==> src/verilog/bes_pkg.sv <==
// package of constants and carriers for the boot entry select block
package bes_pkg;
  // ****************************************************************
  // configuration byte defaults and boot addresses
  // ****************************************************************
  localparam logic [7:0] BES_P1_CFG_RST = 8'hFE;
  localparam logic [7:0] BES_P3_CFG_RST = 8'hFF;
  localparam logic [7:0] BES_P4_CFG_RST = 8'hFF;
  localparam logic [7:0] BES_SBV_RST = 8'hFC;
  localparam logic [7:0] BES_BSB_RST = 8'hFF;
  localparam logic [7:0] BES_HWB_RST = 8'hBF;
  localparam logic [7:0] BES_XTAL_RST = 8'h0C;
  localparam logic [1:0] BES_SETTLE_CNT = 2'h3;
  localparam logic [7:0] BES_ISP_VEC_HI = 8'hFF;
  localparam logic [7:0] BES_VEC_LO = 8'h00;
  localparam logic [15:0] BES_BOOT_MAP_LO = 16'hF800;
  localparam logic [15:0] BES_BOOT_MAP_HI = 16'hFFFF;
  localparam logic [15:0] BES_APP_START = 16'h0000;
  localparam int BES_FUSE_JUMP_BIT = 6;
  localparam int BES_FUSE_X2_BIT = 7;
  localparam logic [1:0] BES_P4_MASK = 2'h3;
  // ****************************************************************
  // register map of the plain register port
  // ****************************************************************
  localparam logic [3:0] BES_REG_P1_CFG = 4'h0;
  localparam logic [3:0] BES_REG_P3_CFG = 4'h1;
  localparam logic [3:0] BES_REG_P4_CFG = 4'h2;
  localparam logic [3:0] BES_REG_SBV = 4'h3;
  localparam logic [3:0] BES_REG_BSB = 4'h4;
  localparam logic [3:0] BES_REG_HWB = 4'h5;
  localparam logic [3:0] BES_REG_XTAL = 4'h6;
  localparam logic [3:0] BES_REG_STATUS = 4'h7;
  localparam logic [3:0] BES_REG_VECTOR = 4'h8;
  // ****************************************************************
  // usb link and clock settings
  // ****************************************************************
  localparam logic [3:0] BES_USB_EP = 4'h0;
  localparam logic [7:0] BES_EP0_MAX_PKT = 8'h20;
  localparam int BES_USB_MHZ = 48;
  localparam int BES_PLL_CYC = 1000;
  // ****************************************************************
  // types
  // ****************************************************************
  typedef enum logic [1:0] {
    BES_RUN_APP,
    BES_RUN_USER_BOOT,
    BES_RUN_ISP
  } bes_target_t;
  typedef struct packed {
    logic [7:0] port_one;
    logic [7:0] port_three;
    logic [1:0] port_four;
  } bes_ports_t;
  typedef struct packed {
    logic [7:0] mult;
    logic [7:0] div;
  } bes_pll_t;
endpackage : bes_pkg
==> src/verilog/bes_boot_entry_select.sv <==
// boot entry select: straps, port conditions, boot vector and usb clock setup
`timescale 1ns/1ns

// Notes on behaviour
// high pin count: access strap high, store strobe low at reset release runs on-chip loader
// straps sampled only at reset release; they may go away afterwards
// outside party should release store strobe pin after reset rises
// low pin count factory setting: port one equal FEh forces on-chip loader
// user condition may sit on port one, three or four bits 0 and 1
// three non-volatile condition bytes, one per port, writable by software
// in-system programming starts at vector FF00h, bottom of loader flash
// programmed software vector starts user loader at vector byte then 00h
// firmware traffic only on control endpoint 0, 32 byte packets
// pll set so usb controller receives 48 MHz for any supported crystal
// crystals 6 to 48 MHz accepted in single and double speed modes; the code accepts only 6, 8, 12, 16, 20, 24, 32, 40 and 48 MHz
// programmed boot-jump fuse bit 6 maps boot area at F800h to FFFFh
// condition byte defaults FEh for port one, FFh for ports three and four
// no condition met: choose target from stored vector and status bytes
module bes_boot_entry_select #(
  parameter int PLL_LOCK_CYC = bes_pkg::BES_PLL_CYC
) (
  input wire logic clk_i,
  input wire logic rst_n_i,
  input wire logic high_pin_count_i,
  input wire logic external_access_strap_i,
  input wire logic program_store_strobe_i,
  input wire logic [7:0] port_one_i,
  input wire logic [7:0] port_three_i,
  input wire logic [1:0] port_four_i,
  input wire logic [3:0] reg_addr_i,
  input wire logic [7:0] reg_wdata_i,
  input wire logic reg_wr_i,
  input wire logic reg_rd_i,
  output logic [7:0] reg_rdata_o,
  output logic [15:0] boot_addr_o,
  output logic [1:0] boot_target_o,
  output logic boot_valid_o,
  output logic boot_map_o,
  output logic [15:0] boot_map_lo_o,
  output logic [15:0] boot_map_hi_o,
  output logic x2_mode_o,
  output logic [7:0] pll_mult_o,
  output logic [7:0] pll_div_o,
  output logic pll_en_o,
  output logic usb_clk_ok_o,
  output logic xtal_bad_o,
  output logic [3:0] usb_ep_o,
  output logic [7:0] usb_max_pkt_o
);

  // ****************************************************************
  // pin synchronisers
  // ****************************************************************
  bes_pkg::bes_ports_t ports_s1_r;
  bes_pkg::bes_ports_t ports_s2_r;
  logic [1:0] strap_s1_r;
  logic [1:0] strap_s2_r;

  // two flops on every port pin before logic looks at it
  always_ff @(posedge clk_i) begin
    ports_s1_r <= {port_one_i, port_three_i, port_four_i};
    ports_s2_r <= ports_s1_r;
  end

  // straps get their own chain; no reset so they keep tracking through it
  always_ff @(posedge clk_i) begin
    strap_s1_r <= {external_access_strap_i, program_store_strobe_i};
    strap_s2_r <= strap_s1_r;
  end

  // ****************************************************************
  // configuration bytes
  // ****************************************************************
  logic [7:0] port_one_boot_cond_cfg_r;
  logic [7:0] port_three_boot_cond_cfg_r;
  logic [7:0] port_four_boot_cond_cfg_r;
  logic [7:0] software_boot_vector_r;
  logic [7:0] boot_status_r;
  logic [7:0] hw_byte_r;
  logic [7:0] xtal_mhz_r;

  // reset stands in for the non-volatile load; values hold until software rewrites them or the next reset reloads the defaults
  always_ff @(posedge clk_i) begin
    if (!rst_n_i) begin
      port_one_boot_cond_cfg_r <= bes_pkg::BES_P1_CFG_RST;
      port_three_boot_cond_cfg_r <= bes_pkg::BES_P3_CFG_RST;
      port_four_boot_cond_cfg_r <= bes_pkg::BES_P4_CFG_RST;
      software_boot_vector_r <= bes_pkg::BES_SBV_RST;
      boot_status_r <= bes_pkg::BES_BSB_RST;
      hw_byte_r <= bes_pkg::BES_HWB_RST;
      xtal_mhz_r <= bes_pkg::BES_XTAL_RST;
    end else if (reg_wr_i) begin
      unique case (reg_addr_i)
        bes_pkg::BES_REG_P1_CFG: port_one_boot_cond_cfg_r <= reg_wdata_i;
        bes_pkg::BES_REG_P3_CFG: port_three_boot_cond_cfg_r <= reg_wdata_i;
        bes_pkg::BES_REG_P4_CFG: port_four_boot_cond_cfg_r <= reg_wdata_i;
        bes_pkg::BES_REG_SBV: software_boot_vector_r <= reg_wdata_i;
        bes_pkg::BES_REG_BSB: boot_status_r <= reg_wdata_i;
        bes_pkg::BES_REG_HWB: hw_byte_r <= reg_wdata_i;
        bes_pkg::BES_REG_XTAL: xtal_mhz_r <= reg_wdata_i;
        default: ;
      endcase
    end
  end

  // ****************************************************************
  // boot decision at reset release
  // ****************************************************************
  logic decided_r;
  logic cond_hit;
  logic hpc_hit;
  logic lpc_hit;
  logic [1:0] target_r;
  logic [15:0] addr_r;

  // straps: access high with strobe low; the strobe pin only matters at release
  assign hpc_hit = strap_s2_r[1] & ~strap_s2_r[0];

  // a port takes part when its byte is programmed (not FFh); port four uses two bits
  always_comb begin
    lpc_hit = 1'b0;
    if (port_one_boot_cond_cfg_r != 8'hFF &&
        ports_s2_r.port_one == port_one_boot_cond_cfg_r) begin
      lpc_hit = 1'b1;
    end
    if (port_three_boot_cond_cfg_r != 8'hFF &&
        ports_s2_r.port_three == port_three_boot_cond_cfg_r) begin
      lpc_hit = 1'b1;
    end
    if (port_four_boot_cond_cfg_r != 8'hFF &&
        ports_s2_r.port_four == (port_four_boot_cond_cfg_r[1:0] & bes_pkg::BES_P4_MASK)) begin
      lpc_hit = 1'b1;
    end
  end

  assign cond_hit = high_pin_count_i ? hpc_hit : lpc_hit;

  // one decision per reset, taken on the first cycle after the sync chain settles;
  // later pin changes are ignored so the straps may be released
  logic [1:0] settle_r;
  always_ff @(posedge clk_i) begin
    if (!rst_n_i) begin
      settle_r <= 2'h0;
      decided_r <= 1'b0;
      target_r <= bes_pkg::BES_RUN_APP;
      addr_r <= bes_pkg::BES_APP_START;
    end else if (settle_r != bes_pkg::BES_SETTLE_CNT) begin
      settle_r <= settle_r + 2'h1;
    end else if (!decided_r) begin
      decided_r <= 1'b1;
      if (cond_hit) begin
        target_r <= bes_pkg::BES_RUN_ISP;
        addr_r <= {bes_pkg::BES_ISP_VEC_HI, bes_pkg::BES_VEC_LO};
      end else if (boot_status_r != 8'h00 || !hw_byte_r[bes_pkg::BES_FUSE_JUMP_BIT]) begin
        // regular flow: a clear status byte with fuse bit 6 high runs the application, otherwise
        // the vector picks the user loader unless it points into the boot area, F8h and up, which runs the on-chip one
        if (software_boot_vector_r == bes_pkg::BES_ISP_VEC_HI ||
            software_boot_vector_r >= bes_pkg::BES_BOOT_MAP_LO[15:8]) begin
          target_r <= bes_pkg::BES_RUN_ISP;
          addr_r <= {bes_pkg::BES_ISP_VEC_HI, bes_pkg::BES_VEC_LO};
        end else begin
          target_r <= bes_pkg::BES_RUN_USER_BOOT;
          addr_r <= {software_boot_vector_r, bes_pkg::BES_VEC_LO};
        end
      end else begin
        target_r <= bes_pkg::BES_RUN_APP;
        addr_r <= bes_pkg::BES_APP_START;
      end
    end
  end

  assign boot_target_o = target_r;
  assign boot_addr_o = addr_r;
  assign boot_valid_o = decided_r;
  assign boot_map_lo_o = bes_pkg::BES_BOOT_MAP_LO;
  assign boot_map_hi_o = bes_pkg::BES_BOOT_MAP_HI;

  // programmed fuse (0) maps the loader area into code space; registered so the
  // outputs come straight from flops, at the price of one cycle after a write
  always_ff @(posedge clk_i) begin
    if (!rst_n_i) begin
      boot_map_o <= ~bes_pkg::BES_HWB_RST[bes_pkg::BES_FUSE_JUMP_BIT];
      x2_mode_o <= ~bes_pkg::BES_HWB_RST[bes_pkg::BES_FUSE_X2_BIT];
    end else begin
      boot_map_o <= ~hw_byte_r[bes_pkg::BES_FUSE_JUMP_BIT];
      x2_mode_o <= ~hw_byte_r[bes_pkg::BES_FUSE_X2_BIT];
    end
  end

  // only the default control pipe carries upgrade traffic
  assign usb_ep_o = bes_pkg::BES_USB_EP;
  assign usb_max_pkt_o = bes_pkg::BES_EP0_MAX_PKT;

  // ****************************************************************
  // usb clock auto-configuration
  // ****************************************************************
  // pll out = xtal * mult / div; in double speed mode the core sees twice the
  // crystal rate but the pll still uses the crystal, so the setting is shared
  function automatic bes_pkg::bes_pll_t bes_pll_pick(input logic [7:0] mhz);
    bes_pkg::bes_pll_t p;
    p.mult = 8'h00;
    p.div = 8'h00;
    unique case (mhz)
      8'h06: begin
        p.mult = 8'h08;
        p.div = 8'h01;
      end
      8'h08: begin
        p.mult = 8'h06;
        p.div = 8'h01;
      end
      8'h0C: begin
        p.mult = 8'h04;
        p.div = 8'h01;
      end
      8'h10: begin
        p.mult = 8'h03;
        p.div = 8'h01;
      end
      8'h14: begin
        p.mult = 8'h0C;
        p.div = 8'h05;
      end
      8'h18: begin
        p.mult = 8'h02;
        p.div = 8'h01;
      end
      8'h20: begin
        p.mult = 8'h03;
        p.div = 8'h02;
      end
      8'h28: begin
        p.mult = 8'h06;
        p.div = 8'h05;
      end
      8'h30: begin
        p.mult = 8'h01;
        p.div = 8'h01;
      end
      default: ;
    endcase
    return p;
  endfunction : bes_pll_pick

  bes_pkg::bes_pll_t pll_set;
  logic [15:0] lock_cnt_r;
  logic [7:0] xtal_seen_r;

  assign pll_set = bes_pll_pick(xtal_mhz_r);

  // restart the lock wait whenever the crystal setting changes
  always_ff @(posedge clk_i) begin
    if (!rst_n_i) begin
      lock_cnt_r <= 16'h0000;
      xtal_seen_r <= 8'h00;
      pll_mult_o <= 8'h00;
      pll_div_o <= 8'h00;
      pll_en_o <= 1'b0;
      usb_clk_ok_o <= 1'b0;
      xtal_bad_o <= 1'b0;
    end else begin
      xtal_seen_r <= xtal_mhz_r;
      pll_mult_o <= pll_set.mult;
      pll_div_o <= pll_set.div;
      pll_en_o <= (pll_set.mult != 8'h00);
      xtal_bad_o <= (pll_set.mult == 8'h00);
      if (xtal_seen_r != xtal_mhz_r || pll_set.mult == 8'h00) begin
        lock_cnt_r <= 16'h0000;
        usb_clk_ok_o <= 1'b0;
      end else if (lock_cnt_r != 16'(PLL_LOCK_CYC)) begin
        lock_cnt_r <= lock_cnt_r + 16'h0001;
      end else begin
        usb_clk_ok_o <= 1'b1;
      end
    end
  end

  // ****************************************************************
  // register read port
  // ****************************************************************
  // data stand one cycle after the read strobe; unmapped offsets read zero
  always_ff @(posedge clk_i) begin
    if (!rst_n_i) begin
      reg_rdata_o <= 8'h00;
    end else if (reg_rd_i) begin
      unique case (reg_addr_i)
        bes_pkg::BES_REG_P1_CFG: reg_rdata_o <= port_one_boot_cond_cfg_r;
        bes_pkg::BES_REG_P3_CFG: reg_rdata_o <= port_three_boot_cond_cfg_r;
        bes_pkg::BES_REG_P4_CFG: reg_rdata_o <= port_four_boot_cond_cfg_r;
        bes_pkg::BES_REG_SBV: reg_rdata_o <= software_boot_vector_r;
        bes_pkg::BES_REG_BSB: reg_rdata_o <= boot_status_r;
        bes_pkg::BES_REG_HWB: reg_rdata_o <= hw_byte_r;
        bes_pkg::BES_REG_XTAL: reg_rdata_o <= xtal_mhz_r;
        bes_pkg::BES_REG_STATUS:
          reg_rdata_o <= {3'h0, xtal_bad_o, usb_clk_ok_o, decided_r, target_r};
        bes_pkg::BES_REG_VECTOR: reg_rdata_o <= addr_r[15:8];
        default: reg_rdata_o <= 8'h00;
      endcase
    end else begin
      reg_rdata_o <= 8'h00;
    end
  end

endmodule : bes_boot_entry_select

==> config.mk <==
export PLATFORM = sky130hd
export DESIGN_NAME = bes_boot_entry_select
export DESIGN_NICKNAME = d
export VERILOG_FILES = /design/src/verilog/bes_pkg.sv /design/src/verilog/bes_boot_entry_select.sv
export SDC_FILE = /design/constraint.sdc
export NUM_CORES = 1
export LEC_CHECK = 0
export ABC_AREA = 1
export BUFFER_PORTS_ARGS = -buffer_cell sky130_fd_sc_hd__buf_2
export CORE_MARGIN = 4
export CORE_UTILIZATION = 59
export DETAILED_ROUTE_END_ITERATION = 10
export HOLD_SLACK_MARGIN = 0.15
export PLACE_DENSITY_LB_ADDON = 0.15
export SLEW_MARGIN = 20
export SYNTH_ARGS = -nofsm -noshare
export SYNTH_HDL_FRONTEND = slang
export SYNTH_SLANG_ARGS = --single-unit
==> constraint.sdc <==
create_clock -name clk_i -period 2.9 [get_ports clk_i]
set_input_delay 0 -clock clk_i [delete_from_list [all_inputs] [get_ports clk_i]]
set_output_delay 0 -clock clk_i [all_outputs]
set_load 0.01 [all_outputs]
# Yosys cells after proc, flatten, opt, wreduce, memory -nomap -nowiden
# Index checks and enable logic that the tools add are counted.
# totals
ff_bits	170
ramBits	0
rom_bits	0
latchBits	0
inputBits	37
mem_count	0
# classes
mux	12
div_mod_pow	0
n_reduce_logical	21
n_eq_ne	27
n_mul	0
add_sub_neg	2
order_cmp	1
shifts	0
bitwise	7
# ops
operator	count
12-bit one-hot mux with 9 select lines	1
8-bit one-hot mux with 9 select lines	1
16-bit two-way mux	3
8-bit by 5-bit == test with 1-bit output (second input constant)	3
8-bit by 6-bit == test with 1-bit output (second input constant)	3
8-bit != test (second input constant)	3
2-bit AND reduction	9
16-bit by 1-bit adder with 16-bit output (second input constant)	1
4-bit by 3-bit == test with 1-bit output (second input constant)	4
8-bit by 4-bit == test with 1-bit output (second input constant)	2
8-bit == test	2
16-bit by 10-bit != test with 1-bit output (second input constant)	1
8-bit nonzero test	2
4-bit by 2-bit == test with 1-bit output (second input constant)	2
8-bit by 3-bit == test with 1-bit output (second input constant)	1
8-bit == test (second input constant)	1
8-bit >= comparator (second input constant)	1
8-bit zero test	1
8-bit != test	1
2-bit two-way mux	3
1-bit NOT	6
4-bit by 1-bit == test with 1-bit output (second input constant)	1
4-bit == test (second input constant)	1
4-bit zero test	1
9 further kinds	16

# Depth between registers and ports, before layout
# Gate-level depths: netlist (run 1).
# depth
word_depth	7
depth_mapped	11
depth_no_buf	11

# Least setup slack after synthesis (run 1)
# No wires, ideal clock.
# synth_path
path_kind	register to register
start	register lock_cnt_r[0]
end	register lock_cnt_r[12]
t_required_ns	2.838
path_stages_with_launch	11
arrival_ns	1.466
path_slack_ns	1.372
synth_period_minus_slack_ns	1.528
n_path_buf	0
path_cell_list	dfxtp_1 > ha_1 > nand2_1 > nor2_1 > nand3_1 > nor2_1 > nand2_1 > nor2_2 > xor2_1 > inv_1 > nor2_2
# synth_via
elab_chain_cells	1
# synth_lines
element	line	rtl
start: declaration	bes_boot_entry_select.sv:246	logic [15:0] lock_cnt_r;
start signal: assignment	bes_boot_entry_select.sv:271	lock_cnt_r <= lock_cnt_r + 16'h0001;
16-bit by 1-bit adder with 16-bit output / 16-bit by 10-bit != test with 1-bit output (equally long branches)	bes_boot_entry_select.sv:271, bes_boot_entry_select.sv:270	
# Several ways; a longest one is shown, not always the timed one.
# A chain may end at the register's enable or synchronous reset.

# Final worst setup path (run 1)
# layout_path
start	input port reg_addr_i[0]
end	register hw_byte_r[0]
# layout_via
elab_chain_cells	2
# layout_lines
element	line	rtl
start: declaration	bes_boot_entry_select.sv:30	input wire logic [3:0] reg_addr_i,
4-bit by 3-bit == test with 1-bit output	bes_boot_entry_select.sv:93	unique case (reg_addr_i)
2-bit AND reduction (no line)	--	
end signal: assignment	bes_boot_entry_select.sv:90	hw_byte_r <= bes_pkg::BES_HWB_RST;
end signal: assignment	bes_boot_entry_select.sv:99	bes_pkg::BES_REG_HWB: hw_byte_r <= reg_wdata_i;
end: declaration	bes_boot_entry_select.sv:79	logic [7:0] hw_byte_r;
# No other way between the ends.

==> run_results.csv, run 1 <==
group,metric,value,unit
timing,max_slew_margin,39.3,%
timing,whs,325,ps
synthesis,netlist_instances,835,
worst_setup_path,worstSetupEndpointType,"flop",
synthesis,synthXorXnorAreaFrac,2.71,%
worst_setup_path,start_kind,"input port",
pwr,p_per_area,613,mW/mm²
final_layout,reg_top3,"ports_s1_r (18), ports_s2_r (18), lock_cnt_r (16)",
detailed_routing,vias,5762,
timing,final_max_slew_viol_count,0,
job,drv_cap,0,
worst_setup_path,cp_common_cell,"dlygate4sd3_1",
pwr,power.total,4.85,mW
final_layout,fillers,774,
cts,clock_sinks,153,
timing,rsz0062_at_grt,"no",
worst_setup_path,critical-path-slowest-cell,"dlygate4sd3_1",
placed_design,globalplace.congestion,0.964,
pwr,power.leakage,3.82,nW
die,fp.coreArea,0.0105,mm²
synthesis,synth_top_cell_by_area,"dfxtp_1",
timing,worst_slew_pin_slew,907,ps
synthesis,synth_compound_area_share,11.7,%
synthesis,syn_area_per_cell,7.74,µm²
final_layout,final_cells,1113,
final_layout,fin_nets,1007,
detailed_routing,drt-total-wl,16600,µm
grt,antenna_found_initial,0,
final_layout,drive_above_1_share,12.9,%
cts,clk_latency,530,ps
synthesis,yosys.area_share.adder,0.580,%
detailed_routing,drc,0,
cts,cts_buffer_depth,2,
synthesis,synth.distinct_cells,35,
cts,cts_setup_buffers,0,
placed_design,port_buffers,67,
final_layout,diodes,0,
timing,tns,0,ps
detailed_routing,postRouteAntennaNets,0,
timing,fin_crit,2460,ps
worst_setup_path,cp_top_family,"buffers and inverters",
worst_setup_path,crit_buf_inv,6,
outcome,status,"finished, final reports clean",
timing,report.final.setup_viol,0,
timing,skew,9.68,ps
synthesis,synthSimpleGateAreaFrac,23.1,%
timing,period_share,84.7,%
pwr,ir_drop,0.586,mV
worst_setup_path,cp_max_fo,4,
min_path,min_path_type,"reg -> reg",
synthesis,seq_area_frac_synth,47.4,%
worst_setup_path,slowest_delay,590,ps
grt,grt_max_degree,46,
final_layout,syn_to_final_growth,22.2,%
cts,tritoncts,"built",
die,dieArea,0.0127,mm²
cts,htreeDepth,4,
synthesis,synthTopCellsByArea,"dfxtp_1 (47%), nand2_1 (11%), buf_4 (7.1%)",
detailed_routing,drt_iter0_drc,416,
die,start_util,61.5,%
worst_setup_path,worstPathCellList,"dlygate4sd3_1 > buf_2 > inv_1 > nor2_1 > dlygate4sd3_1 > nand2_1 > nor2_2 > nand2_1 > dlygate4sd3_1 > nand3_1 > dlygate4sd3_1",
timing,fmax,0.407,GHz
placed_design,hpwl,11300,µm
die,pin_count,129,
grt,grt_pass1_vias,5451,
die,die_h,113,µm
placed_design,place_area,0.00667,mm²
grt,grt_overflow_total,0,
detailed_routing,routed_via_density,5.18,
cts,clk_pin_slew,60,ps
worst_setup_path,required,3370,ps
synthesis,yosys_warnings,0,
final_layout,fin_util,75.2,%
cts,cts_buffers,17,
worst_setup_path,crit_arrival,2920,ps
placed_design,place_ws,1030,ps
detailed_routing,firstDrtPassIters,5,
die,num_rows,37,
grt,grt_util_all_layers,26.7,%
cts,cts-root-buf,"clkbuf_8",
final_layout,post-route-cell-area,0.00790,mm²
placed_design,placedCellCount,1020,
synthesis,synthesis.area,0.00647,mm²
timing,finalHoldViolCount,0,
timing,layout_setup_ws,443,ps
die,die_w,113,µm
detailed_routing,wl_per_cell,14.9,µm
grt,grt_pass1_wl,27000,µm
synthesis,synth_top_family_by_area,"simple AND/OR/NAND/NOR gates",
synthesis,synth_top_area_share,47.4,%
synthesis,ys_ff_latch,153,
worst_setup_path,crit_type,"in -> reg",
synthesis,synth.mux.area_fraction,0,%
cell usage after synthesis (all sizes together):
cell and n:
xor2 8, clkbuf 13, a21oi 62, nand4 12, nor2 70, clkinv 2
conb 2, a211oi 1, dfxtp 153, ha 3, xnor2 12, inv 101
nand3 48, nor3 10, o22ai 5, a221oi 2, a31oi 3, nor4 4
or2 2, o21bai 1, o21ai 42, o2111ai 3, buf 67, nand2 193
o211ai 16
power by group:
group	switching (mW)	total (mW)	internal, mW
clock network	0.802	2.18	1.38
logic	0.258	0.420	0.162
registers	0.0576	2.24	2.19
area by class of cell:
cell class                      count  area, µm²  area share [%]
Sequential cell                   153       3060            38.8
Multi-Input combinational cell    558       2700            34.1
Timing Repair Buffer              134        998            12.6
Clock buffer                       21        469            5.94
Inverter                          103        387            4.89
Tap cell                          136        170            2.15
Clock inverter                      8        120            1.52
per-layer routing:
metal  GRT usage (%)  part of all wire [%]  vias up
met5               0                     0        -
li1                -                     -     2822
met3            6.47                   7.2       43
met4            11.1                   3.1        0
met2            45.2                    49      249
met1            32.6                    41     2648
worst paths after layout:
kind	start	endpoint	slack, ps	cells after the start
setup / recovery	reg_addr_i[0]	hw_byte_r[0]$_SDFFE_PN1P_	440	11
hold / removal	ports_s1_r[13]$_DFF_P_	ports_s2_r[13]$_DFF_P_	330	0
setup reg to reg	settle_r[0]$_SDFFE_PN0P_	boot_addr_o[8]$_SDFFE_PN0P_	950	6
hold reg to reg	ports_s1_r[13]$_DFF_P_	ports_s2_r[13]$_DFF_P_	330	0
kinds of logic (layout without fill, tap and decap cells):
| family | count (synthesis) | in the layout |
|---|---|---|
| adder cells (fa/ha/maj) | 3 | 3 |
| buffers and inverters | 183 | 266 |
| AO/OA/AOI/OAI | 135 | 135 |
| other | 2 | 61 |
| AND/OR/NAND/NOR | 339 | 339 |
| flip-flops | 153 | 153 |
| XOR/XNOR | 20 | 20 |
timing repair:
action / in CTS / in global routing
hold buffers: 64 / 0
endpoints found under the hold margin: 108 / 0
gates resized for setup: 0 / 0
layout by cell type (no fill, tap or decap), types with 2 or more instances in the layout:
cell,count
nand2_1,193
dfxtp_1,153
inv_1,100
buf_2,67
dlygate4sd3_1,64
a21oi_1,61
conb_1,61
nor2_1,54
nand3_1,46
o21ai_0,41
o211ai_1,16
clkbuf_16,16
nor2_2,13
nand4_1,12
xnor2_1,12
xor2_1,8
nor3_1,6
o22ai_1,5
clkbuf_8,5
nor4_1,4
o2111ai_1,3
nor3_2,3
a31oi_1,3
nor2_4,3
ha_1,3
clkinv_2,3
bufinv_16,3
buf_4,3
a221oi_1,2
clkinv_1,2
or2_2,2
nand3_4,2
clkinvlp_4,2
No activity file was read; power rests on OpenSTA's default activity.
==> run 2: changes to the inputs <==
Settings changed: ABC_AREA 1 to 0, CORE_UTILIZATION 59 to 50.
Clock period 2.9 ns to 2.1 ns, I/O delays scaled along.
==> run 2 against run 1 <==
  * Combinational power increased by 34%
  * First-iteration DRC count decreased by 8.2%
  * Largest power group unchanged
  * Sequential share of layout area increased by 1.4 points
  * Wire length decreased by 6.3%
  * Register-to-register slack got worse by 740 ps
  * Power increased by 35%
  * Global-route usage decreased by 4.8 points
  * Critical path depth decreased by 3
  * Final cell count decreased by 11%
  * Non-clock buffer count decreased by 24
==> run_results.csv, run 2 <==
group,metric,value,unit
outcome,status,"finished, final reports clean",
synthesis,seq_area_frac_synth,47.2,%
detailed_routing,route.met3.wl,913,µm
synthesis,synthFlopType,"dfxtp_1",
final_layout,fin_util,60.2,%
synthesis,synthXorXnorAreaFrac,5.53,%
timing,period_share,94.7,%
min_path,min_path_type,"in -> reg",
worst_setup_path,critical-path-slowest-cell,"dlygate4sd3_1",
detailed_routing,wl_met1,6500,µm
timing,fmax,0.503,GHz
timing,final_max_slew_viol_count,0,
worst_setup_path,crit_buf_inv,4,
cts,cts-root-buf,"clkbuf_16",
placed_design,hpwl,11000,µm
cts,clock_sinks,153,
final_layout,syn_to_final_growth,17.6,%
timing,whs,211,ps
synthesis,synth_top_area_share,47.2,%
worst_setup_path,crit_arrival,2300,ps
grt,grt_max_degree,86,
final_layout,mostFrequentLayoutCells,"dfxtp_1 (152), nand2_1 (129), buf_2 (67)",
grt,antenna_found_initial,0,
synthesis,synth.mux.area_fraction,4.40,%
synthesis,syn_area_per_cell,9.10,µm²
synthesis,netlist_instances,713,
timing,skew,13.5,ps
pwr,p_per_area,856,mW/mm²
cts,htreeDepth,4,
detailed_routing,routed_via_density,5.18,
grt,grt_util_all_layers,21.9,%
detailed_routing,postRouteAntennaNets,0,
detailed_routing,drt-total-wl,15600,µm
pwr,power.total,6.53,mW
worst_setup_path,crit_type,"in -> reg",
placed_design,globalplace.congestion,0.946,
grt,grt_overflow_total,0,
synthesis,yosys.area_share.adder,0.578,%
synthesis,synthesis.area,0.00649,mm²
die,num_rows,41,
detailed_routing,wl_met2,7700,µm
synthesis,synth-async-reset-ratio,0,%
die,die_w,122,µm
synthesis,synthTopCellsByArea,"dfxtp_1 (47%), nand2_1 (7.5%), buf_4 (7.3%)",
cts,cts_buffers,17,
synthesis,synthSimpleGateAreaFrac,24.3,%
cts,clk_latency,430,ps
synthesis,synth_top_cell_by_area,"dfxtp_1",
timing,tns,0,ps
worst_setup_path,required,2420,ps
detailed_routing,vias,5143,
synthesis,yosysMostFrequentCell,"dfxtp_1",
synthesis,synth_top_family_by_area,"simple AND/OR/NAND/NOR gates",
timing,fin_crit,1990,ps
detailed_routing,drt_iter0_drc,382,
final_layout,fin_nets,848,
synthesis,synth.distinct_cells,58,
detailed_routing,firstDrtPassIters,7,
die,die_h,122,µm
timing,report.final.setup_viol,0,
final_layout,diodes,0,
worst_setup_path,cp_max_fo,12,
cts,clk_pin_slew,60,ps
worst_setup_path,worstPathCellList,"dlygate4sd3_1 > buf_2 > inv_1 > nand2_1 > nor3_1 > a221oi_1 > a31oi_1 > dlygate4sd3_1",
worst_setup_path,start_kind,"input port",
die,fp.coreArea,0.0127,mm²
worst_setup_path,cp_top_family,"buffers and inverters",
timing,worst_slew_pin_slew,660,ps
die,pin_count,129,
worst_setup_path,slowest_delay,590,ps
placed_design,port_buffers,67,
final_layout,drive_above_1_share,15.7,%
synthesis,yosys_warnings,0,
pwr,ir_drop,0.665,mV
synthesis,synth_edf_count,0,
timing,rsz0062_at_grt,"no",
die,start_util,51.2,%
worst_setup_path,worstSetupEndpointType,"flop",
final_layout,layout_commonest_cell,"dfxtp_1",
synthesis,synthTopCellsByCount,"dfxtp_1 (153), nand2_1 (129), buf_4 (63)",
die,dieArea,0.0149,mm²
cts,cts_setup_buffers,0,
cts,tritoncts,"built",
timing,finalHoldViolCount,0,
timing,max_slew_margin,55.7,%
job,drv_cap,0,
grt,grt_pass1_vias,4976,
detailed_routing,routed.top_layer,"met4",
pwr,power.leakage,3.40,nW
worst_setup_path,cp_common_cell,"dlygate4sd3_1",
synthesis,ys_ff_latch,153,
detailed_routing,wl_per_cell,15.7,µm
detailed_routing,drc,0,
cts,cts_buffer_depth,2,
grt,grt_pass1_wl,25000,µm
synthesis,synth_compound_area_share,7.93,%
final_layout,reg_top3,"ports_s1_r (18), ports_s2_r (18), lock_cnt_r (16)",
run 2: kinds of logic after synthesis:
family | count (synthesis)
AOI/OAI and AO/OA | 77
xor gates and xnor gates | 41
adders and majority gates | 3
buffers and inverters | 101
DFF | 153
muxes | 23
other | 2
and+or+nand+nor | 313
run 2: what timing repair did:
action,in CTS,in global routing
resized for setup,0,1
hold buffers,35,0
endpoints found under the hold margin,111,0
setup endpoints to repair,0,1
run 2: final cells by class:
| cell class | instances | area [µm²] |
|---|---|---|
| fillers | 1120 | 5040 |
| flip-flops and latches | 153 | 3060 |
| multi-input cells | 518 | 3000 |
| repair buffers | 110 | 758 |
| clock buffers | 22 | 474 |
| well taps | 172 | 215 |
| clock inverters | 9 | 91.3 |
| inverters | 8 | 30.0 |
run 2: worst paths after layout:
path	startpoint	endpoint	slack (ps)	cells after the start
hold / removal	port_three_i[1]	ports_s1_r[3]$_DFF_P_	210	2
setup / recovery	reg_addr_i[3]	reg_rdata_o[4]$_SDFF_PN0_	110	8
hold reg to reg	strap_s1_r[0]$_DFF_P_	strap_s2_r[0]$_DFF_P_	320	0
setup reg to reg	xtal_mhz_r[5]$_SDFFE_PN0P_	pll_mult_o[1]$_SDFF_PN0_	210	5
run 2: per-stage QoR:
step / worst slack, ps / instance area, µm² / instances
finish: 112 / 7630 / 992
global route: 8.55 / 7630 / 992
CTS: 78.9 / 7630 / 992
detailed placement: 251 / 6720 / 926
global placement: 313 / 6720 / 926
floorplan: 513 / 6710 / 772
run 2: metal layers:
layer  vias to the layer above  global-route usage [%]
li1                       2498                       -
met1                      2437                    26.4
met2                       180                    36.8
met3                        28                    5.29
met4                         0                    10.4
met5                         -                       0
run 2: power by group:
part	switching (mW)	total (mW)	internal (mW)	leakage, nW
Sequential	0.0761	3.09	3.01	1.26
Combinational	0.327	0.561	0.235	1.88
Clock	1.16	2.88	1.72	0.265
